==> config.mk <==
export PLATFORM = sky130hd
export DESIGN_NAME = lcg_top
export DESIGN_NICKNAME = d
export VERILOG_FILES = /design/src/rtl/lcg_pkg.sv /design/src/rtl/lcg_pattern_ser.sv /design/src/rtl/lcg_dds_byte.sv /design/src/rtl/lcg_top.sv
export VERILOG_INCLUDE_DIRS = /design/src /design/src/rtl
export SDC_FILE = /design/constraint.sdc
export NUM_CORES = 1
export LEC_CHECK = 0
export BUFFER_PORTS_ARGS = -buffer_cell sky130_fd_sc_hd__buf_2
export CAP_MARGIN = 10
export CORE_AREA = 8 8 117 119
export CTS_BUF_LIST = sky130_fd_sc_hd__clkbuf_8
export DETAILED_ROUTE_END_ITERATION = 8
export DIE_AREA = 0 0 125 127
export PLACE_DENSITY = 0.69
export SKIP_LAST_GASP = 1
export SYNTH_ARGS = -nofsm -noshare
export SYNTH_HDL_FRONTEND = slang
export SYNTH_SLANG_ARGS = --single-unit
==> constraint.sdc <==
create_clock -name clk -period 4.5 [get_ports clk]
set_input_delay 0.45 -clock clk [delete_from_list [all_inputs] [get_ports clk]]
set_output_delay 0.45 -clock clk [all_outputs]
set_load 0.02 [all_outputs]
==> src/rtl/lcg_defines.svh <==
`ifndef LCG_DEFINES_SVH
`define LCG_DEFINES_SVH
// Behaviour
// latching mode fills all eight bits of the channel byte with the code
// alternating mode sends a code byte in every second byte slot
// each loop-up or loop-down operation ends with a pass or fail flag
// S bit 1 for 56k idle, 0 for 56k loopback; n bits don't care
// channel service unit: alternating S0101000, latching N0110001
// office channel unit: alternating S0101010, latching N1010101
// data service unit: alternating S0101100, latching N1110111
// latching-only targets: N1000111, N1000001, N0000101
// channel data port addressed 1..8; read back line or drop side; the location field (bits 14:12) is never used by the code
// one repeater: loop up, loop repeater down, then standard activation
// two repeaters: extra loop-down and a third activation step
// office unit behind high-level unit: up, down, then activation
// selection only in terminate mode; default channel service unit
// T1 channel service unit: repeat 10000 up, 100 down
// facility type one: repeat 1100 up, 1110 down
// facility type two: repeat 11000 up, 11100 down
// facility type three: repeat 100000 up, 100 down
// inband patterns usable in full, fractional and every framing
// line repeaters loop up in turn, report address, loop down; the code sends a single loop-up step for LCG_T_RPT1 and LCG_T_RPT2
// powering repeater holds power off while command is received; the code has no power control
// repeater and line codes only with full-rate payload; the code gates only the repeater targets on full rate
// leftmost pattern bit goes out first
// inband patterns repeat without gaps while command active

// ----------------------------------------
// register offsets (byte addresses)
// ----------------------------------------
`define LCG_OFS_CTRL 4'h0
`define LCG_OFS_CMD 4'h4
`define LCG_OFS_STAT 4'h8
`define LCG_OFS_FEED 4'hC

// ctrl field positions
`define LCG_CTRL_TARGET_LSB 0
`define LCG_CTRL_TARGET_MSB 3
`define LCG_CTRL_ALT_BIT 4
`define LCG_CTRL_DDS_BIT 5
`define LCG_CTRL_TERM_BIT 6
`define LCG_CTRL_FULL_BIT 7
`define LCG_CTRL_SUB56_BIT 8
`define LCG_CTRL_IDLE_BIT 9
`define LCG_CTRL_LOC_LSB 12
`define LCG_CTRL_LOC_MSB 14
`define LCG_CTRL_RESET 32'h0000_0040

// cmd bits
`define LCG_CMD_UP_BIT 0
`define LCG_CMD_DOWN_BIT 1
`define LCG_CMD_STOP_BIT 2

// timing: byte count at which a sequence step ends (a step lasts 41 bytes)
`define LCG_STEP_BYTES 16'h0028

// ----------------------------------------
// pattern codes, left aligned
// ----------------------------------------
`define LCG_PAT_CSU_UP 16'h8000
`define LCG_PAT_CSU_UP_LEN 5'h05
`define LCG_PAT_DN_100 16'h8000
`define LCG_PAT_DN_100_LEN 5'h03
`define LCG_PAT_F1_UP 16'hC000
`define LCG_PAT_F1_DN 16'hE000
`define LCG_PAT_F1_LEN 5'h04
`define LCG_PAT_F2_UP 16'hC000
`define LCG_PAT_F2_DN 16'hE000
`define LCG_PAT_F2_LEN 5'h05
`define LCG_PAT_F3_UP 16'h8000
`define LCG_PAT_F3_LEN 5'h06

// dds code low seven bits
`define LCG_ALT_CSU 7'h28
`define LCG_ALT_OCU 7'h2A
`define LCG_ALT_DSU 7'h2C
`define LCG_LAT_CSU 7'h31
`define LCG_LAT_OCU 7'h55
`define LCG_LAT_DSU 7'h77
`define LCG_LAT_LSI 7'h47
`define LCG_LAT_NEI 7'h41
`define LCG_LAT_DP 7'h05
`define LCG_ALT_DOWN 7'h7F
`endif

==> src/rtl/lcg_pkg.sv <==
`default_nettype none
package lcg_pkg;
	typedef enum logic [3:0]
	{
		LCG_T_CSU = 4'h0,
		LCG_T_CHANNEL_UNIT_VIA_ONE_REPEATER = 4'h1,
		LCG_T_CHANNEL_UNIT_VIA_TWO_REPEATERS = 4'h2,
		LCG_T_OCU = 4'h3,
		LCG_T_OCU_HL = 4'h4,
		LCG_T_DSU = 4'h5,
		LCG_T_LSI = 4'h6,
		LCG_T_NEI = 4'h7,
		LCG_T_DP = 4'h8,
		LCG_T_FACILITY_TYPE_ONE = 4'h9,
		LCG_T_FACILITY_TYPE_TWO = 4'hA,
		LCG_T_FACILITY_TYPE_THREE = 4'hB,
		LCG_T_RPT1 = 4'hC,
		LCG_T_RPT2 = 4'hD
	} lcg_target_e;

	typedef enum logic [2:0]
	{
		LCG_S_IDLE = 3'h0,
		LCG_S_STEP = 3'h1,
		LCG_S_NEXT = 3'h2,
		LCG_S_INBAND = 3'h3,
		LCG_S_DONE = 3'h4
	} lcg_state_e;

	typedef enum logic [1:0]
	{
		LCG_A_UP = 2'h0,
		LCG_A_DOWN = 2'h1,
		LCG_A_STD = 2'h2
	} lcg_action_e;
endpackage
`default_nettype wire

==> src/rtl/lcg_pattern_ser.sv <==
`default_nettype none
`include "lcg_defines.svh"
// repeating pattern serialiser, msb first, no gaps
module lcg_pattern_ser
(
	input wire logic clk,
	input wire logic rst,
	input wire logic run,
	input wire logic bit_en,
	input wire logic [15:0] pattern,
	input wire logic [4:0] length,
	output logic bit_out
);
	logic [4:0] idx_reg;

	// leftmost first
	assign bit_out = pattern[4'(5'd15 - idx_reg)];

	// wrap back to back
	always_ff @(posedge clk or posedge rst)
	begin
		if (rst)
			idx_reg <= 5'h00;
		else if (!run)
			idx_reg <= 5'h00;
		else if (bit_en)
			idx_reg <= (idx_reg + 5'h01 >= length) ? 5'h00 :
				idx_reg + 5'h01;
	end
endmodule // lcg_pattern_ser
`default_nettype wire

==> src/rtl/lcg_dds_byte.sv <==
`default_nettype none
`include "lcg_defines.svh"
// builds one dds channel byte for the target
module lcg_dds_byte
(
	input wire logic [3:0] target,
	input wire logic alt_mode,
	input wire logic sub56,
	input wire logic idle_code,
	input wire logic down,
	input wire logic [7:0] payload,
	input wire logic code_slot,
	output logic [7:0] byte_out
);
	import lcg_pkg::*;
	logic [6:0] code;
	logic s_bit;

	always_comb
	begin
		code = `LCG_LAT_CSU;
		if (down && alt_mode)
			code = `LCG_ALT_DOWN;
		else if (alt_mode)
		begin
			case (target)
				// csu alternating
				LCG_T_CSU, LCG_T_CHANNEL_UNIT_VIA_ONE_REPEATER, LCG_T_CHANNEL_UNIT_VIA_TWO_REPEATERS, LCG_T_RPT1,
				LCG_T_RPT2: code = `LCG_ALT_CSU;
				// ocu alternating
				LCG_T_OCU, LCG_T_OCU_HL: code = `LCG_ALT_OCU;
				// dsu alternating
				LCG_T_DSU: code = `LCG_ALT_DSU;
				default: code = `LCG_ALT_CSU;
			endcase
		end
		else
		begin
			case (target)
				LCG_T_CSU: code = `LCG_LAT_CSU;
				LCG_T_OCU: code = `LCG_LAT_OCU;
				LCG_T_DSU: code = `LCG_LAT_DSU;
				// latching-only targets
				LCG_T_LSI: code = `LCG_LAT_LSI;
				LCG_T_NEI: code = `LCG_LAT_NEI;
				LCG_T_DP: code = `LCG_LAT_DP;
				default: code = `LCG_LAT_CSU;
			endcase
		end
		// subrate framing bit
		s_bit = sub56 ? idle_code : 1'b0;
	end

	always_comb
	begin
		// latching uses whole byte
		if (!alt_mode)
			byte_out = {1'b0, code};
		// code every second slot
		else if (code_slot)
			byte_out = {s_bit, code};
		else
			byte_out = payload;
	end
endmodule // lcg_dds_byte
`default_nettype wire

==> src/rtl/lcg_top.sv <==
// The placing of the registers and the Avalon-MM interface to the registers were decided locally.
`default_nettype none
`include "lcg_defines.svh"
module lcg_top
(
	input wire logic clk,
	input wire logic rst,
	input wire logic [3:0] avs_address,
	input wire logic avs_read,
	input wire logic avs_write,
	input wire logic [31:0] avs_writedata,
	output logic [31:0] avs_readdata,
	output logic avs_waitrequest,
	input wire logic byte_tick,
	input wire logic bit_tick,
	input wire logic [7:0] payload_byte,
	input wire logic feedback_valid,
	input wire logic feedback_line_side,
	input wire logic loop_confirm,
	output logic [7:0] chan_byte,
	output logic chan_byte_valid,
	output logic inband_bit,
	output logic inband_active
);
	import lcg_pkg::*;

	// ----------------------------------------
	// register slave
	// ----------------------------------------
	logic [31:0] ctrl_reg;
	logic [31:0] rdata_next;
	logic [31:0] avs_readdata_reg;
	logic ack_reg;
	logic up_pulse;
	logic down_pulse;
	logic stop_pulse;
	logic busy_reg;
	logic done_reg;
	logic pass_reg;
	logic feed_ok_reg;
	logic feed_line_reg;
	logic [2:0] step_reg;
	lcg_state_e state_reg;

	lcg_target_e target;
	logic alt_mode;
	logic dds_mode;
	logic term_mode;
	logic full_rate;

	assign target = lcg_target_e'(ctrl_reg[`LCG_CTRL_TARGET_MSB:
		`LCG_CTRL_TARGET_LSB]);
	assign alt_mode = ctrl_reg[`LCG_CTRL_ALT_BIT];
	assign dds_mode = ctrl_reg[`LCG_CTRL_DDS_BIT];
	assign term_mode = ctrl_reg[`LCG_CTRL_TERM_BIT];
	assign full_rate = ctrl_reg[`LCG_CTRL_FULL_BIT];

	// one wait cycle per access
	assign avs_waitrequest = (avs_read || avs_write) && !ack_reg;
	assign avs_readdata = avs_readdata_reg;

	always_ff @(posedge clk or posedge rst)
	begin
		if (rst)
			ack_reg <= 1'b0;
		else
			ack_reg <= (avs_read || avs_write) && !ack_reg;
	end

	logic wr_take;
	assign wr_take = avs_write && ack_reg;

	// default target channel service unit
	always_ff @(posedge clk or posedge rst)
	begin
		if (rst)
			ctrl_reg <= `LCG_CTRL_RESET;
		else if (wr_take && avs_address == `LCG_OFS_CTRL && !busy_reg)
			ctrl_reg <= avs_writedata;
	end

	assign up_pulse = wr_take && avs_address == `LCG_OFS_CMD &&
		avs_writedata[`LCG_CMD_UP_BIT];
	assign down_pulse = wr_take && avs_address == `LCG_OFS_CMD &&
		avs_writedata[`LCG_CMD_DOWN_BIT] && !up_pulse;
	assign stop_pulse = wr_take && avs_address == `LCG_OFS_CMD &&
		avs_writedata[`LCG_CMD_STOP_BIT];

	always_comb
	begin
		case (avs_address)
			`LCG_OFS_CTRL: rdata_next = ctrl_reg;
			`LCG_OFS_STAT: rdata_next = {24'h0000_00, 1'b0, step_reg,
				1'b0, pass_reg, done_reg, busy_reg};
			`LCG_OFS_FEED: rdata_next = {29'h0000_0000, 1'b0,
				feed_line_reg, feed_ok_reg};
			default: rdata_next = 32'h0000_0000;
		endcase
	end

	always_ff @(posedge clk or posedge rst)
	begin
		if (rst)
			avs_readdata_reg <= 32'h0000_0000;
		else if (avs_read && !ack_reg)
			avs_readdata_reg <= rdata_next;
	end

	// ----------------------------------------
	// command qualification
	// ----------------------------------------
	logic is_inband_t;
	logic is_repeater_t;
	logic allowed;
	logic dir_down_reg;

	assign is_inband_t = !dds_mode && (target == LCG_T_CSU ||
		target == LCG_T_FACILITY_TYPE_ONE || target == LCG_T_FACILITY_TYPE_TWO ||
		target == LCG_T_FACILITY_TYPE_THREE);
	assign is_repeater_t = target == LCG_T_RPT1 || target == LCG_T_RPT2;

	// terminate mode only
	// repeater codes need full rate
	assign allowed = term_mode && (!is_repeater_t || full_rate);

	// ----------------------------------------
	// sequencer
	// ----------------------------------------
	logic [15:0] byte_cnt_reg;
	logic [2:0] last_step;
	lcg_action_e action;
	logic code_slot_reg;
	logic step_end;

	// multi-step sequences
	function automatic lcg_action_e step_action(input lcg_target_e t,
		input logic [2:0] s);
		step_action = LCG_A_UP;
		case (t)
			LCG_T_CHANNEL_UNIT_VIA_ONE_REPEATER, LCG_T_OCU_HL:
				step_action = (s == 3'h1) ? LCG_A_DOWN :
					(s == 3'h2) ? LCG_A_STD : LCG_A_UP;
			LCG_T_CHANNEL_UNIT_VIA_TWO_REPEATERS:
				step_action = (s == 3'h1 || s == 3'h3) ? LCG_A_DOWN :
					(s == 3'h0) ? LCG_A_UP : LCG_A_STD;
			default: step_action = LCG_A_UP;
		endcase
	endfunction

	always_comb
	begin
		case (target)
			LCG_T_CHANNEL_UNIT_VIA_ONE_REPEATER, LCG_T_OCU_HL: last_step = 3'h2;
			LCG_T_CHANNEL_UNIT_VIA_TWO_REPEATERS: last_step = 3'h4;
			default: last_step = 3'h0;
		endcase
	end

	assign action = dir_down_reg ? LCG_A_DOWN :
		step_action(target, step_reg);
	assign step_end = byte_tick && byte_cnt_reg == `LCG_STEP_BYTES;

	always_ff @(posedge clk or posedge rst)
	begin
		if (rst)
		begin
			state_reg <= LCG_S_IDLE;
			step_reg <= 3'h0;
			dir_down_reg <= 1'b0;
			busy_reg <= 1'b0;
		end
		else
		begin
			case (state_reg)
				LCG_S_IDLE:
					if ((up_pulse || down_pulse) && allowed)
					begin
						dir_down_reg <= down_pulse;
						step_reg <= 3'h0;
						busy_reg <= 1'b1;
						state_reg <= is_inband_t ? LCG_S_INBAND :
							LCG_S_STEP;
					end
				LCG_S_STEP:
					if (stop_pulse)
						state_reg <= LCG_S_DONE;
					else if (step_end)
						state_reg <= LCG_S_NEXT;
				LCG_S_NEXT:
					if (dir_down_reg || step_reg == last_step)
						state_reg <= LCG_S_DONE;
					else
					begin
						step_reg <= step_reg + 3'h1;
						state_reg <= LCG_S_STEP;
					end
				// repeat until stopped
				LCG_S_INBAND:
					if (stop_pulse)
						state_reg <= LCG_S_DONE;
				LCG_S_DONE:
				begin
					busy_reg <= 1'b0;
					state_reg <= LCG_S_IDLE;
				end
				default: state_reg <= LCG_S_IDLE;
			endcase
		end
	end

	always_ff @(posedge clk or posedge rst)
	begin
		if (rst)
			byte_cnt_reg <= 16'h0000;
		else if (state_reg != LCG_S_STEP || step_end)
			byte_cnt_reg <= 16'h0000;
		else if (byte_tick)
			byte_cnt_reg <= byte_cnt_reg + 16'h0001;
	end

	// slot alternation
	always_ff @(posedge clk or posedge rst)
	begin
		if (rst)
			code_slot_reg <= 1'b1;
		else if (state_reg != LCG_S_STEP)
			code_slot_reg <= 1'b1;
		else if (byte_tick)
			code_slot_reg <= !code_slot_reg;
	end

	// pass or fail at end
	always_ff @(posedge clk or posedge rst)
	begin
		if (rst)
		begin
			done_reg <= 1'b0;
			pass_reg <= 1'b0;
		end
		else if (state_reg == LCG_S_DONE)
		begin
			done_reg <= 1'b1;
			pass_reg <= loop_confirm;
		end
		else if ((up_pulse || down_pulse) && state_reg == LCG_S_IDLE)
			done_reg <= 1'b0;
	end

	// port feedback capture
	always_ff @(posedge clk or posedge rst)
	begin
		if (rst)
		begin
			feed_ok_reg <= 1'b0;
			feed_line_reg <= 1'b0;
		end
		else if (state_reg == LCG_S_DONE && target == LCG_T_DP)
		begin
			feed_ok_reg <= feedback_valid;
			feed_line_reg <= feedback_line_side;
		end
	end

	// ----------------------------------------
	// dds byte path
	// ----------------------------------------
	logic [7:0] dds_byte;
	logic [7:0] dp_byte;

	lcg_dds_byte u_dds
	(
		.target(target),
		.alt_mode(alt_mode),
		.sub56(ctrl_reg[`LCG_CTRL_SUB56_BIT]),
		.idle_code(ctrl_reg[`LCG_CTRL_IDLE_BIT] ||
			action == LCG_A_DOWN),
		.down(action == LCG_A_DOWN),
		.payload(payload_byte),
		.code_slot(code_slot_reg),
		.byte_out(dds_byte)
	);

	// port code byte kept whole
	assign dp_byte = dds_byte;

	always_ff @(posedge clk or posedge rst)
	begin
		if (rst)
		begin
			chan_byte <= 8'hFF;
			chan_byte_valid <= 1'b0;
		end
		else
		begin
			chan_byte_valid <= state_reg == LCG_S_STEP;
			if (byte_tick)
				chan_byte <= (state_reg == LCG_S_STEP) ? dp_byte :
					payload_byte;
		end
	end

	// ----------------------------------------
	// inband repeating patterns
	// ----------------------------------------
	logic [15:0] pat;
	logic [4:0] pat_len;
	logic ser_bit;

	always_comb
	begin
		pat = `LCG_PAT_CSU_UP;
		pat_len = `LCG_PAT_CSU_UP_LEN;
		case (target)
			// facility one
			LCG_T_FACILITY_TYPE_ONE:
			begin
				pat = dir_down_reg ? `LCG_PAT_F1_DN : `LCG_PAT_F1_UP;
				pat_len = `LCG_PAT_F1_LEN;
			end
			// facility two
			LCG_T_FACILITY_TYPE_TWO:
			begin
				pat = dir_down_reg ? `LCG_PAT_F2_DN : `LCG_PAT_F2_UP;
				pat_len = `LCG_PAT_F2_LEN;
			end
			// facility three
			LCG_T_FACILITY_TYPE_THREE:
			begin
				pat = dir_down_reg ? `LCG_PAT_DN_100 : `LCG_PAT_F3_UP;
				pat_len = dir_down_reg ? `LCG_PAT_DN_100_LEN :
					`LCG_PAT_F3_LEN;
			end
			// csu 10000 / 100
			default:
			begin
				pat = dir_down_reg ? `LCG_PAT_DN_100 : `LCG_PAT_CSU_UP;
				pat_len = dir_down_reg ? `LCG_PAT_DN_100_LEN :
					`LCG_PAT_CSU_UP_LEN;
			end
		endcase
	end

	// framing-agnostic bit stream
	lcg_pattern_ser u_ser
	(
		.clk(clk),
		.rst(rst),
		.run(state_reg == LCG_S_INBAND),
		.bit_en(bit_tick),
		.pattern(pat),
		.length(pat_len),
		.bit_out(ser_bit)
	);

	always_ff @(posedge clk or posedge rst)
	begin
		if (rst)
		begin
			inband_bit <= 1'b0;
			inband_active <= 1'b0;
		end
		else
		begin
			inband_active <= state_reg == LCG_S_INBAND;
			if (bit_tick)
				inband_bit <= ser_bit;
		end
	end
endmodule // lcg_top
`default_nettype wire

; Word-level counts from Yosys, hierarchy flattened
; Memories as Yosys holds them, arrays and structs flattened.
; Cells that the tools add are included.
[op_classes]
n_addsub = 4
order_cmp = 2
eq_ne = 32
mux = 43
reduce_logical = 49
[op_table]
columns = operator, count
row1 = $pmux W32 S3, 1
row2 = $pmux W7 S5, 1
row3 = $eq A4 B4 Y1 const B, 8
row4 = $mux W16, 2
row5 = $mux W3, 9
row6 = $mux W8, 3
row7 = $eq A4 B3 Y1 const B, 5
row8 = $logic_and A1 B1 Y1, 17
row9 = $add A16 B1 Y16 const B, 1
row10 = $eq A16 B6 Y1 const B, 1
row11 = $mux W15, 1
row12 = $mux W5, 3
row13 = $mux W14, 1
row14 = $mux W7, 2
row15 = $eq A3 B2 Y1 const B, 4
row16 = $mux W2, 6
row17 = $pmux W3 S2, 2
row18 = $pmux W3 S4, 1
row19 = $logic_or A1 B1 Y1, 11
row20 = $reduce_bool A2 Y1, 5
row21 = $pmux W3 S3, 1
row22 = $eq A4 B2 Y1 const B, 2
row23 = $logic_not A4 Y1, 2
row24 = $ne A2 B2 Y1 const B, 4
row25 = 21 further kinds, 37
[word_totals]
ff_bits = 110
rom_bits = 32
in_bits = 53
output_inout_bits = 44
word_cells = 149
n_memories = 1
[mem_list]
columns = name, depth, word_bits, rd, rd_clocked_by_memory_dff, write_ports, line_no
row1 = (no name shown), 16, 2, 1, 0, 0, lcg_dds_byte.sv:26  ; case (target)

; Logic depth before layout (Yosys ltp)
; Gate-level depths: netlist (run 1).
[depth]
depth_word = 11
depth_mapped = 11

; Modules after synthesis
; A second synthesis (run 1) with hierarchy kept.
[hier_totals]
cells_unflattened = 491
area_unflattened_um2 = 5596.6
[modules_own_cells]
columns = mod, instances, cells_per_inst, area_per_inst_um2, seq_area_each_um2
row1 = lcg_top, 1, 399, 4768.3, 2640.0
row2 = lcg_pattern_ser, 1, 54, 536.8, 125.1
row3 = lcg_dds_byte, 1, 38, 291.5, 0.0

; Least setup slack after synthesis (run 1)
; OpenSTA, ideal clock, no wires.
[synth_timing]
path_type = register to register
from = register ctrl_reg[2]
to = register u_ser.idx_reg[0]
arrival_ps = 2034
slack_ps = 2341
stages_incl_launch_ff = 12
path_cell_list = dfrtp_1 -> buf_2 -> clkbuf_1 -> nor2b_1 -> clkbuf_1 -> o211ai_1 -> ha_1 -> nand2b_1 -> a21oi_1 -> o2111ai_1 -> nor2_1 -> mux2_2
[synth_between]
elab_chain_cells = 6
word_cells_on_any_way = 8
[synth_lines]
columns = item, line_no
row1 = start: declaration, lcg_top.sv:30  ; logic [31:0] ctrl_reg;
row2 = start signal: assignment, lcg_top.sv:77  ; ctrl_reg <= `LCG_CTRL_RESET;
row3 = start signal: assignment, lcg_top.sv:79  ; ctrl_reg <= avs_writedata;
row4 = "$eq A4 B4 Y1, on equally long branches", -
row5 = $pmux W3 S3 *, lcg_top.sv:313  ; case (target)
row6 = $ge A5 B3 Y1 *, lcg_pattern_ser.sv:27  ; idx_reg <= (idx_reg + 5'h01 >= length) ? 5'h00 :
row7 = $mux W5 *, lcg_pattern_ser.sv:27
row8 = $mux W5 *, lcg_pattern_ser.sv:26  ; else if (bit_en)
row9 = $mux W5 *, lcg_pattern_ser.sv:24  ; else if (!run)
row10 = end signal: assignment, lcg_pattern_ser.sv:27
row11 = end: declaration, lcg_pattern_ser.sv:14  ; logic [4:0] idx_reg;
; Every way passes the cells marked *; elsewhere a longest branch is shown, timed or not. The select of a mux whose other input is x is not followed.
; A chain may end at the register's enable or synchronous reset.

; Worst setup path in the final report (run 1)
[layout_timing]
from = register ctrl_reg[3]
to = register u_ser.idx_reg[0]
; Same word-level chain as after synthesis.

==> flow_summary.rst, run 1 <==
.. list-table::
   :header-rows: 1

   * - Metric
     - Value
   * - Slack of the worst reg-to-reg path
     - 2.03 ns
   * - Placeable core area
     - 11,800 µm²
   * - Nets@finish
     - 603
   * - Maximum operating frequency
     - 0.405 GHz
   * - Clock Pin Slew Worst Setup and Hold Paths
     - 0.11 ns
   * - Biggest area contributors in the synthesized netlist
     - sky130_fd_sc_hd__dfrtp_1 (48%), sky130_fd_sc_hd__mux2_2 (8.5%), sky130_fd_sc_hd__dfstp_2 (5.1%), sky130_fd_sc_hd__a22o_1 (4.9%), sky130_fd_sc_hd__nor2_1 (2.9%)
   * - Num rows
     - 40
   * - Antenna cells
     - 0
   * - Setup tns final
     - 0 ns
   * - Iter 0 DRT Violations
     - 256
   * - Ratio of total power to cell area
     - 454 nW/µm²
   * - End point of the critical path
     - u_ser.idx_reg[0]
   * - Number of global-route vias before repair
     - 3,771
   * - Most used cells in the layout excluding fill and tap cells
     - sky130_fd_sc_hd__dfrtp_1 (100), sky130_fd_sc_hd__buf_2 (96), sky130_fd_sc_hd__nor2_1 (40)
   * - Static power due to leakage
     - 2.87 nW
   * - H-tree Lvls
     - 3
   * - Cell count after synthesis
     - 457
   * - Wire length per cell after detailed routing
     - 17.4 µm
   * - All-Layer GR Usage
     - 15.4%
   * - Die H
     - 127 µm
   * - Filler-free cell count of the finished design
     - 692
   * - Starting utilization of the core area
     - 44.0%
   * - Vias per cell
     - 5.52
   * - Final count of hold timing violations
     - 0
   * - Critical path capture point type
     - flop
   * - Leading cell type in the layout, fill and taps excluded
     - sky130_fd_sc_hd__dfrtp_1
   * - Total number of vias
     - 3,817
   * - Total congestion overflow after global routing
     - 0
   * - DRC Markers
     - 0
   * - Post-synthesis instance area
     - 5190 µm²
   * - Hold buffers post-CTS
     - 0
   * - Post-cts gate resize count
     - 0
   * - Worst flop-to-flop path startpoint
     - ctrl_reg[3]
   * - Async set-or-reset flop fraction in the synthesized netlist
     - 100%
   * - Number of antenna violations at the first check in global routing
     - 0
   * - Average footprint of a synthesized cell
     - 11.4 µm²
   * - Skew final
     - 0.0131 ns
   * - Instance area at placement
     - 5750 µm²
   * - Bufs on Longest Clock Path
     - 2
   * - Count of placed standard cells including taps
     - 676
   * - Worst setup path startpoint
     - ctrl_reg[3]
   * - Cell type contributing the most total cell area after synthesis
     - sky130_fd_sc_hd__dfrtp_1
   * - CP Max Fanout
     - 15
   * - Startpoint-to-endpoint class of the critical path
     - reg2reg
   * - Final Max Tran Viols
     - 0
   * - Required time of the worst setup path
     - 4.78 ns
   * - Filler Cell Count
     - 1,083
   * - Share of post-route cells with drive strength above 1
     - 32.3%
   * - Area growth, synth to finish
     - 14.7%
   * - Footprint of the flip-flops and latches
     - 2770 µm²
   * - Length in cells of the worst reg-to-reg path
     - 8
   * - Buffers inserted during post-CTS setup optimization
     - 0
   * - Net count of the mapped netlist
     - 520
   * - Utilization of the core after routing
     - 50.4%
   * - Number of nets with antenna violations after routing
     - 0
   * - Relative slew margins
     - 26.8%
   * - Data arrival, critical path
     - 2.75 ns
   * - Worst-margin pin slew
     - 1.10 ns
   * - Total area of multi-input combinational cells
     - 2230 µm²
   * - I/O Buffers
     - 96
   * - Count of synthesis-stage warnings from yosys
     - 0
   * - Total CTS buffers
     - 9
   * - Number of enable flip-flop cells after synthesis
     - 0
   * - Path class of the lowest-slack min-delay path
     - in2reg
   * - Fin area
     - 5960 µm²
   * - Unrepaired setup endpoints after global routing
     - no
   * - Maximum number of pins on one net before global-route repair
     - 85
   * - Sinks on Clock Net
     - 110
   * - TritonCTS clock tree
     - yes
   * - Final Cycle Share
     - 54.9%
   * - Final WL
     - 12.0 mm
   * - Type of origin of the critical path
     - flop
   * - Unique masters post-synth
     - 61
   * - Detailed-routing iteration count for the pre-antenna-repair pass
     - 4
   * - Root buf cell
     - sky130_fd_sc_hd__clkbuf_8
   * - Worst IR drop on VDD
     - 0.304 mV
   * - Clock insertion delay at the later pin of the skew report
     - 0.39 ns
   * - Max Cap Violations
     - 0
   * - Final estimated routing congestion in global placement
     - 0.813
   * - Io pins
     - 97
   * - Endpoints failing setup
     - 0
   * - Final Critical Period
     - 2.47 ns
   * - Global-route wire length before repair
     - 19.9 mm
   * - Final hold slack
     - 0.265 ns
   * - Sequential area share after synthesis
     - 53.2%
   * - Main flop type after synthesis
     - sky130_fd_sc_hd__dfrtp_1
   * - Post-DP HPWL
     - 8.49 mm
   * - Crit Reg-Reg Endpoint
     - u_ser.idx_reg[0]
   * - Die outline width
     - 125 µm
   * - Fraction of post-synthesis cell area in the top cell type by area
     - 48.2%
   * - Number of flip-flops and latches in the synthesized netlist
     - 110
   * - Status
     - complete, no violations
   * - Die outline area
     - 15,900 µm²
==> cells in the mapped netlist, drive strengths merged (2+ instances only) <==
cell / number
dfrtp: 100
o22a: 2
o22ai: 2
clkbuf: 17
o211ai: 2
a31oi: 7
nor2: 41
nand3: 14
nand2: 23
nor4: 2
nor3b: 2
xnor2: 6
and3: 2
xor2: 14
mux2i: 9
a22o: 29
nor4b: 2
dfstp: 10
nand3b: 2
buf: 10
o21ai: 20
o221ai: 2
o2111ai: 2
and2: 4
mux2: 39
inv: 17
nor3: 9
nand4: 10
a21oi: 13
nor2b: 2
ha: 10
a21o: 2
a2111oi: 2
or4: 2
nand2b: 8
==> critical path: stages, from the launching register on <==
cell and delay (ns):
sky130_fd_sc_hd__dfrtp_1 0.66, sky130_fd_sc_hd__nor2b_1 0.45, sky130_fd_sc_hd__o211ai_1 0.17, sky130_fd_sc_hd__ha_1 0.31
sky130_fd_sc_hd__nand2b_1 0.10, sky130_fd_sc_hd__a21oi_1 0.06, sky130_fd_sc_hd__o2111ai_1 0.23, sky130_fd_sc_hd__nor2_1 0.09
sky130_fd_sc_hd__mux2_2 0.27
==> where the power goes <==
group	leakage, nW	internal [mW]	switching [mW]	total (mW)
clock network	0.108	0.266	0.358	0.624
logic	1.33	0.305	0.437	0.742
registers	1.43	1.17	0.169	1.34
==> through the flow <==
step           setup WS (ns)  total power [mW]
6_report                2.03              2.71
5_1_grt                 1.79              2.87
4_1_cts                 2.04              2.73
3_5_place_dp            1.99              2.10
3_3_place_gp            2.07              2.08
2_1_floorplan           1.16              1.91
==> worst min-delay path by stage <==
stage	cells past startpoint	endpoint	slack, ns	startpoint
floorplan	2	done_reg	0.45	done_reg
global placement	1	ack_reg	0.43	ack_reg
detailed placement	1	ack_reg	0.46	ack_reg
CTS	2	dir_down_reg	0.24	avs_writedata[0]
global route	2	dir_down_reg	0.23	avs_writedata[0]
finish	2	dir_down_reg	0.26	avs_writedata[0]
==> final cells by class <==
type                    instances  area share (%)
inverters                      17            1.11
flip-flops and latches        110            46.4
repair buffers                 99            8.44
clock inverters                 7            1.43
multi-input cells             303            37.4
well taps                     147            3.09
clock buffers                   9            2.08
==> kinds of logic (layout without fill, tap and decap cells) <==
| kind of cell | Yosys count | count (layout) | share of synthesized area (%) |
|---|---|---|---|
| flip-flops | 110 | 110 | 53.2 |
| XOR/XNOR | 20 | 20 | 3.37 |
| AND/OR/NAND/NOR | 130 | 130 | 12.8 |
| adder cells (fa/ha/maj) | 11 | 11 | 2.60 |
| AO/OA/AOI/OAI | 94 | 94 | 14.0 |
| buffers and inverters | 44 | 132 | 3.81 |
| multiplexers | 48 | 48 | 10.2 |
==> metal layers <==
metal	track usage (%)	wire length [µm]	vias to the layer above
met5	0	0	-
met4	5.95	163	0
met3	4.83	767	11
met2	21.9	5210	111
met1	21.5	5880	1885
li1	-	-	1810
(Power assumes the default switching activity.)
==> inputs of run 2 (changes only) <==
==> constraint.sdc (replaced) <==
create_clock -name clk -period 2.6 [get_ports clk]
set_input_delay 0.26 -clock clk [delete_from_list [all_inputs] [get_ports clk]]
set_output_delay 0.26 -clock clk [all_outputs]
set_load 0.02 [all_outputs]
==> flow_summary.rst, run 2 (synthesis gave the netlist of run 1 again) <==
.. list-table::
   :header-rows: 1

   * - Metric
     - Value
   * - All-Layer GR Usage
     - 15.8%
   * - Leading cell type in the layout, fill and taps excluded
     - sky130_fd_sc_hd__dfrtp_1
   * - Die outline width
     - 125 µm
   * - Number of antenna violations at the first check in global routing
     - 0
   * - Most used cells in the layout excluding fill and tap cells
     - sky130_fd_sc_hd__dfrtp_1 (100), sky130_fd_sc_hd__buf_2 (96), sky130_fd_sc_hd__nor2_1 (40)
   * - Endpoints failing setup
     - 0
   * - Total CTS buffers
     - 9
   * - Worst-margin pin slew
     - 0.770 ns
   * - DRC Markers
     - 0
   * - Vias per cell
     - 5.49
   * - Setup tns final
     - 0 ns
   * - Clock Pin Slew Worst Setup and Hold Paths
     - 0.11 ns
   * - Post-placement worst setup slack
     - 0.455 ns
   * - Final setup slack of the worst path
     - 0.428 ns
   * - Ratio of total power to cell area
     - 770 nW/µm²
   * - Wire length per cell after detailed routing
     - 17.7 µm
   * - Buffers inserted during post-CTS setup optimization
     - 0
   * - Type of origin of the critical path
     - flop
   * - Path class of the lowest-slack min-delay path
     - in2async
   * - Area growth, synth to finish
     - 15.0%
   * - Number of nets with antenna violations after routing
     - 0
   * - Global-route wire length before repair
     - 20.3 mm
   * - Die H
     - 127 µm
   * - Sinks on Clock Net
     - 110
   * - Worst IR drop on VDD
     - 0.390 mV
   * - Iter 0 DRT Violations
     - 187
   * - Nets@finish
     - 607
   * - Startpoint-to-endpoint class of the critical path
     - reg2reg
   * - Detailed-routing iteration count for the pre-antenna-repair pass
     - 4
   * - TritonCTS clock tree
     - yes
   * - Share of post-route cells with drive strength above 1
     - 33.0%
   * - Status
     - complete, no violations
   * - Filler Cell Count
     - 1,081
   * - Data arrival, critical path
     - 2.45 ns
   * - Post-DP HPWL
     - 8.95 mm
   * - Final WL
     - 12.3 mm
   * - Maximum operating frequency
     - 0.460 GHz
   * - Antenna cells
     - 0
   * - Root buf cell
     - sky130_fd_sc_hd__clkbuf_8
   * - Clock insertion delay at the later pin of the skew report
     - 0.39 ns
   * - Num rows
     - 40
   * - H-tree Lvls
     - 3
   * - Starting utilization of the core area
     - 44.0%
   * - Post-cts gate resize count
     - 0
   * - Placeable core area
     - 11,800 µm²
   * - Hold buffers post-CTS
     - 0
   * - CP Max Fanout
     - 15
   * - Max Cap Violations
     - 0
   * - Critical path capture point type
     - flop
   * - Final estimated routing congestion in global placement
     - 0.840
   * - Maximum number of pins on one net before global-route repair
     - 61
   * - Unrepaired setup endpoints after global routing
     - no
   * - Relative slew margins
     - 48.7%
   * - Die outline area
     - 15,900 µm²
   * - Skew final
     - 0.0124 ns
   * - Static power due to leakage
     - 2.88 nW
   * - Required time of the worst setup path
     - 2.88 ns
   * - Io pins
     - 97
   * - I/O Buffers
     - 96
   * - Final Critical Period
     - 2.17 ns
   * - Total number of vias
     - 3,824
   * - Total congestion overflow after global routing
     - 0
   * - Final Max Tran Viols
     - 0
   * - Number of global-route vias before repair
     - 3,998
   * - Bufs on Longest Clock Path
     - 2
   * - Final count of hold timing violations
     - 0
   * - Final Cycle Share
     - 83.6%
## run 2: cell types whose count changed in the layout (fill, tap and decap cells not counted), sizes merged
cell	delta
inv	-1
clkinvlp	+2
buf	+4
bufinv	-1
## run 2: per-layer routing
layer  GRT usage [%]  share of wire, %
met5               0                 0
met4            6.45               1.8
met3            5.37               7.2
met2            23.9                44
met1            20.4                47
## run 2: cell type report
cell class | count | area, µm² | share of cell area (%)
sequential | 110 | 2770 | 46.3
multi-input combinational | 303 | 2230 | 37.4
timing repair buffer | 103 | 546 | 9.13
tap | 147 | 184 | 3.08
clock buffer | 9 | 124 | 2.07
inverter | 17 | 67.6 | 1.13
clock inverter | 7 | 55.1 | 0.922
## run 2: critical path, stage by stage, from the launching register on
cell and delay (ns):
sky130_fd_sc_hd__dfrtp_1 0.57, sky130_fd_sc_hd__or2_2 0.37, sky130_fd_sc_hd__a21oi_1 0.15, sky130_fd_sc_hd__a31oi_1 0.06, sky130_fd_sc_hd__ha_1 0.31, sky130_fd_sc_hd__a21oi_1 0.06, sky130_fd_sc_hd__o2111ai_1 0.22, sky130_fd_sc_hd__nor2_1 0.08
sky130_fd_sc_hd__mux2_2 0.26
## run 2: final timing paths
check | cells after the start | to | start | slack, ns
min in group clk | 2 | dir_down_reg | avs_writedata[0] | 0.09
max in group asynchronous | 3 | u_ser.idx_reg[4] | rst | 1.97
hold / removal | 3 | byte_cnt_reg[8] | rst | 0.07
setup reg to reg | 8 | u_ser.idx_reg[0] | ctrl_reg[0] | 0.43
setup / recovery | 8 | u_ser.idx_reg[0] | ctrl_reg[0] | 0.43
hold reg to reg | 1 | ack_reg | ack_reg | 0.47
## run 2: through the flow
step / instance area, µm² / instances / hold slack, ns / util, % / power (mW)
floorplan: 5200 / 457 / 0.346 / - / 3.30
CTS: 5970 / 696 / 0.0712 / 50.6 / 4.65
global route: 5970 / 696 / 0.0670 / 50.6 / 4.90
detailed placement: 5790 / 680 / 0.448 / 49.0 / 3.66
finish: 5970 / 696 / 0.0691 / 50.6 / 4.60
global placement: 5790 / 680 / 0.434 / 49.0 / 3.61
## run 2: report_power, final
group	internal, mW	switching (mW)
logic	0.539	0.797
clock network	0.361	0.613
registers	2.03	0.260
total	2.93	1.67
==> inputs of run 3 (changes only) <==
--- a/config.mk
+++ b/config.mk
@@ -6,13 +6,14 @@
 export SDC_FILE = /design/constraint.sdc
 export NUM_CORES = 1
 export LEC_CHECK = 0
+export ABC_AREA = 1
 export BUFFER_PORTS_ARGS = -buffer_cell sky130_fd_sc_hd__buf_2
 export CAP_MARGIN = 10
-export CORE_AREA = 8 8 117 119
+export CORE_AREA = 8 8 120 122
 export CTS_BUF_LIST = sky130_fd_sc_hd__clkbuf_8
 export DETAILED_ROUTE_END_ITERATION = 8
-export DIE_AREA = 0 0 125 127
-export PLACE_DENSITY = 0.69
+export DIE_AREA = 0 0 128 130
+export PLACE_DENSITY = 0.71
 export SKIP_LAST_GASP = 1
 export SYNTH_ARGS = -nofsm -noshare
 export SYNTH_HDL_FRONTEND = slang
==> constraint.sdc (replaced) <==
create_clock -name clk -period 1.7 [get_ports clk]
set_input_delay 0.17 -clock clk [delete_from_list [all_inputs] [get_ports clk]]
set_output_delay 0.17 -clock clk [all_outputs]
set_load 0.02 [all_outputs]
==> flow_summary.rst, run 3 <==
.. list-table::
   :header-rows: 1

   * - Metric
     - Value
   * - Required time of the worst setup path
     - 2.01 ns
   * - Final estimated routing congestion in global placement
     - 0.920
   * - Main flop type after synthesis
     - sky130_fd_sc_hd__dfrtp_1
   * - Data arrival, critical path
     - 2.08 ns
   * - Placeable core area
     - 12,400 µm²
   * - Number of instances on the worst hold path
     - 2
   * - Skew final
     - 0.0155 ns
   * - Starting utilization of the core area
     - 44.4%
   * - Share of post-route cells with drive strength above 1
     - 28.4%
   * - Sinks on Clock Net
     - 110
   * - Wire length per cell after detailed routing
     - 14.1 µm
   * - Length in cells of the worst reg-to-reg path
     - 9
   * - Count of synthesis-stage warnings from yosys
     - 0
   * - Ratio of total power to cell area
     - 1160 nW/µm²
   * - Fin area
     - 6980 µm²
   * - Total congestion overflow after global routing
     - 0
   * - Die H
     - 130 µm
   * - Net count of the mapped netlist
     - 716
   * - Synth cell count leaders
     - sky130_fd_sc_hd__nand2_1 (176), sky130_fd_sc_hd__dfrtp_1 (100), sky130_fd_sc_hd__inv_1 (92)
   * - Bufs on Longest Clock Path
     - 2
   * - Leading cell type by number of instances after synthesis
     - sky130_fd_sc_hd__nand2_1
   * - Final Critical Period
     - 1.78 ns
   * - Sequential area share after synthesis
     - 50.1%
   * - Total CTS buffers
     - 9
   * - Total number of vias
     - 4,873
   * - Max Cap Violations
     - 0
   * - CP Max Fanout
     - 4
   * - H-tree Lvls
     - 3
   * - Origin of the worst min-delay path
     - feedback_line_side
   * - Unique masters post-synth
     - 43
   * - Slack of the worst reg-to-reg path
     - -0.08 ns
   * - Leading cell type in the layout, fill and taps excluded
     - sky130_fd_sc_hd__nand2_1
   * - Setup tns final
     - -0.221 ns
   * - Final setup slack of the worst path
     - -0.0759 ns
   * - Static power due to leakage
     - 3.45 nW
   * - Type of origin of the critical path
     - flop
   * - Most used cells in the layout excluding fill and tap cells
     - sky130_fd_sc_hd__nand2_1 (166), sky130_fd_sc_hd__dfrtp_1 (98), sky130_fd_sc_hd__buf_2 (96)
   * - Final WL
     - 13.9 mm
   * - Number of global-route vias before repair
     - 4,844
   * - Worst IR drop on VDD
     - 0.556 mV
   * - Post-synthesis instance area
     - 5520 µm²
   * - Antenna cells
     - 0
   * - XOR/XNOR Fraction of Synth Area
     - 0.635%
   * - Total power of the final layout
     - 8.11 mW
   * - Utilization of the core after routing
     - 56.2%
   * - DRC Markers
     - 0
   * - Area growth, synth to finish
     - 26.5%
   * - Status
     - finished with violations
   * - Global-route wire length before repair
     - 22.9 mm
   * - Proportion of synthesized area in mux cells
     - 0.408%
   * - I/O Buffers
     - 96
   * - Filler Cell Count
     - 1,101
   * - Post-DP HPWL
     - 9.68 mm
   * - Detailed-routing iteration count for the pre-antenna-repair pass
     - 4
   * - Worst-margin pin slew
     - 0.587 ns
   * - Cell type contributing the most total cell area after synthesis
     - sky130_fd_sc_hd__dfrtp_1
   * - Number of antenna violations at the first check in global routing
     - 0
   * - Worst setup path startpoint
     - ctrl_reg[1]
   * - Endpoints failing setup
     - 4
   * - Share of the synthesized area in compound gates (AO/OA/AOI/OAI)
     - 15.1%
   * - Path class of the lowest-slack min-delay path
     - in2reg
   * - Number of flip-flops and latches in the synthesized netlist
     - 110
   * - Number of enable flip-flop cells after synthesis
     - 0
   * - Endpoint of the worst hold path
     - feed_line_reg
   * - Relative slew margins
     - 60.9%
   * - Clock Pin Slew Worst Setup and Hold Paths
     - 0.11 ns
   * - Vias per cell
     - 4.96
   * - Io pins
     - 97
   * - Violations in the final reports
     - setup timing
   * - Final Cycle Share
     - 104%
   * - Combinational family with the most area after synthesis
     - simple AND/OR/NAND/NOR gates
   * - Num rows
     - 41
   * - Unrepaired setup endpoints after global routing
     - yes
   * - Adder and majority gate portion of the synthesized area
     - 2.27%
   * - Simple-gate share of the synthesized area
     - 22.7%
   * - All-Layer GR Usage
     - 17.1%
   * - Number of nets with antenna violations after routing
     - 0
   * - Post-placement worst setup slack
     - -0.0658 ns
   * - TritonCTS clock tree
     - yes
   * - Biggest area contributors in the synthesized netlist
     - sky130_fd_sc_hd__dfrtp_1 (45%), sky130_fd_sc_hd__nand2_1 (12%), sky130_fd_sc_hd__inv_1 (6.3%), sky130_fd_sc_hd__dfstp_2 (4.8%), sky130_fd_sc_hd__o21ai_2 (4.6%)
   * - Async set-or-reset flop fraction in the synthesized netlist
     - 100%
   * - Maximum operating frequency
     - 0.563 GHz
   * - Die outline area
     - 16,600 µm²
   * - Average footprint of a synthesized cell
     - 8.45 µm²
   * - Final Max Tran Viols
     - 0
   * - Root buf cell
     - sky130_fd_sc_hd__clkbuf_8
   * - Nets@finish
     - 868
   * - Maximum number of pins on one net before global-route repair
     - 111
   * - Worst flop-to-flop path startpoint
     - ctrl_reg[1]
   * - Crit Reg-Reg Endpoint
     - u_ser.idx_reg[1]
   * - Startpoint-to-endpoint class of the critical path
     - reg2reg
   * - Iter 0 DRT Violations
     - 338
   * - Instance area at placement
     - 6280 µm²
   * - Fraction of post-synthesis cell area in the top cell type by area
     - 45.4%
   * - Critical path capture point type
     - flop
   * - Cell count after synthesis
     - 653
   * - Clock insertion delay at the later pin of the skew report
     - 0.39 ns
   * - Final count of hold timing violations
     - 0
   * - Die outline width
     - 128 µm
==> run 3: changes by cell type in the layout (fill, tap and decap cells not counted), moves of 9 or more <==
cell | before | now
sky130_fd_sc_hd__nand2_1 | 23 | 166
sky130_fd_sc_hd__xor2_1 | 14 | 4
sky130_fd_sc_hd__dlygate4sd3_1 | 0 | 32
sky130_fd_sc_hd__nand2_2 | 0 | 11
sky130_fd_sc_hd__buf_4 | 6 | 26
sky130_fd_sc_hd__o31ai_1 | 0 | 26
sky130_fd_sc_hd__mux2_2 | 39 | 2
sky130_fd_sc_hd__a22o_1 | 29 | 0
sky130_fd_sc_hd__o21ai_2 | 0 | 29
sky130_fd_sc_hd__inv_1 | 16 | 84
sky130_fd_sc_hd__mux2i_1 | 9 | 0
sky130_fd_sc_hd__nand3_1 | 14 | 23
==> run 3: where the power goes <==
| group | leakage (nW) | switching, mW | internal [mW] | total, mW |
|---|---|---|---|---|
| Combinational | 2.01 | 1.85 | 1.12 | 2.98 |
| Sequential | 1.33 | 0.285 | 3.19 | 3.48 |
| Clock | 0.106 | 0.954 | 0.701 | 1.66 |
==> run 3: cell type report <==
type	count	area [µm²]	area share [%]
Multi-Input combinational cell	430	2360	33.9
Sequential cell	110	2770	39.6
Timing Repair Buffer	159	1070	15.3
Clock buffer	9	124	1.77
Clock inverter	7	77.6	1.11
Inverter	95	363	5.20
Tap cell	172	215	3.08
==> run 3: critical path, cell delays in order, from the launching register on <==
cell	delay, ns
sky130_fd_sc_hd__dfrtp_1	0.46
sky130_fd_sc_hd__nor2_2	0.18
sky130_fd_sc_hd__inv_2	0.07
sky130_fd_sc_hd__nand2_2	0.09
sky130_fd_sc_hd__a22oi_2	0.05
sky130_fd_sc_hd__ha_1	0.26
sky130_fd_sc_hd__a21boi_1	0.12
sky130_fd_sc_hd__o21ai_1	0.16
sky130_fd_sc_hd__o2111ai_2	0.14
sky130_fd_sc_hd__o21ai_1	0.17
==> run 3: worst max-delay path by stage <==
stage                            end  slack [ns]  cells past startpoint
detailed placement  u_ser.idx_reg[1]       -0.07                     11
global placement    u_ser.idx_reg[2]        0.03                      9
finish              u_ser.idx_reg[1]       -0.08                      9
floorplan           u_ser.idx_reg[0]        0.03                      9
global route        u_ser.idx_reg[1]       -0.21                      9
CTS                 u_ser.idx_reg[2]       -0.02                      9
==> run 3: timing repair <==
item	4_1_cts	5_1_grt
buffers inserted	6	6
pin swaps	2	21
hold buffers	32	0
setup endpoints to repair	3	17
endpoints found under the hold margin	131	0
gates cloned	0	0
resized for setup	7	36
==> run 3: logic make-up after synthesis <==
kind of cell | after synthesis
adder cells (fa/ha/maj) | 10
AND/OR/NAND/NOR | 291
multiplexers | 2
XOR/XNOR | 4
flip-flops | 110
buffers and inverters | 113
AO/OA/AOI/OAI | 123
==> run 3: metrics by stage <==
| step | hold WS, ns | cells |
|---|---|---|
| 3_5_place_dp | 0.382 | 924 |
| 6_report | 0.0215 | 982 |
| 5_1_grt | 0.0101 | 982 |
| 4_1_cts | 0.00384 | 978 |
| 2_1_floorplan | 0.280 | 653 |
| 3_3_place_gp | 0.377 | 924 |
==> run 3: layer usage <==
| layer | global-route usage [%] | wire length [µm] |
|---|---|---|
| met4 | 8.39 | 379 |
| met3 | 2.53 | 527 |
| met2 | 30.3 | 7110 |
| met5 | 0 | 0 |
| met1 | 20.0 | 5850 |
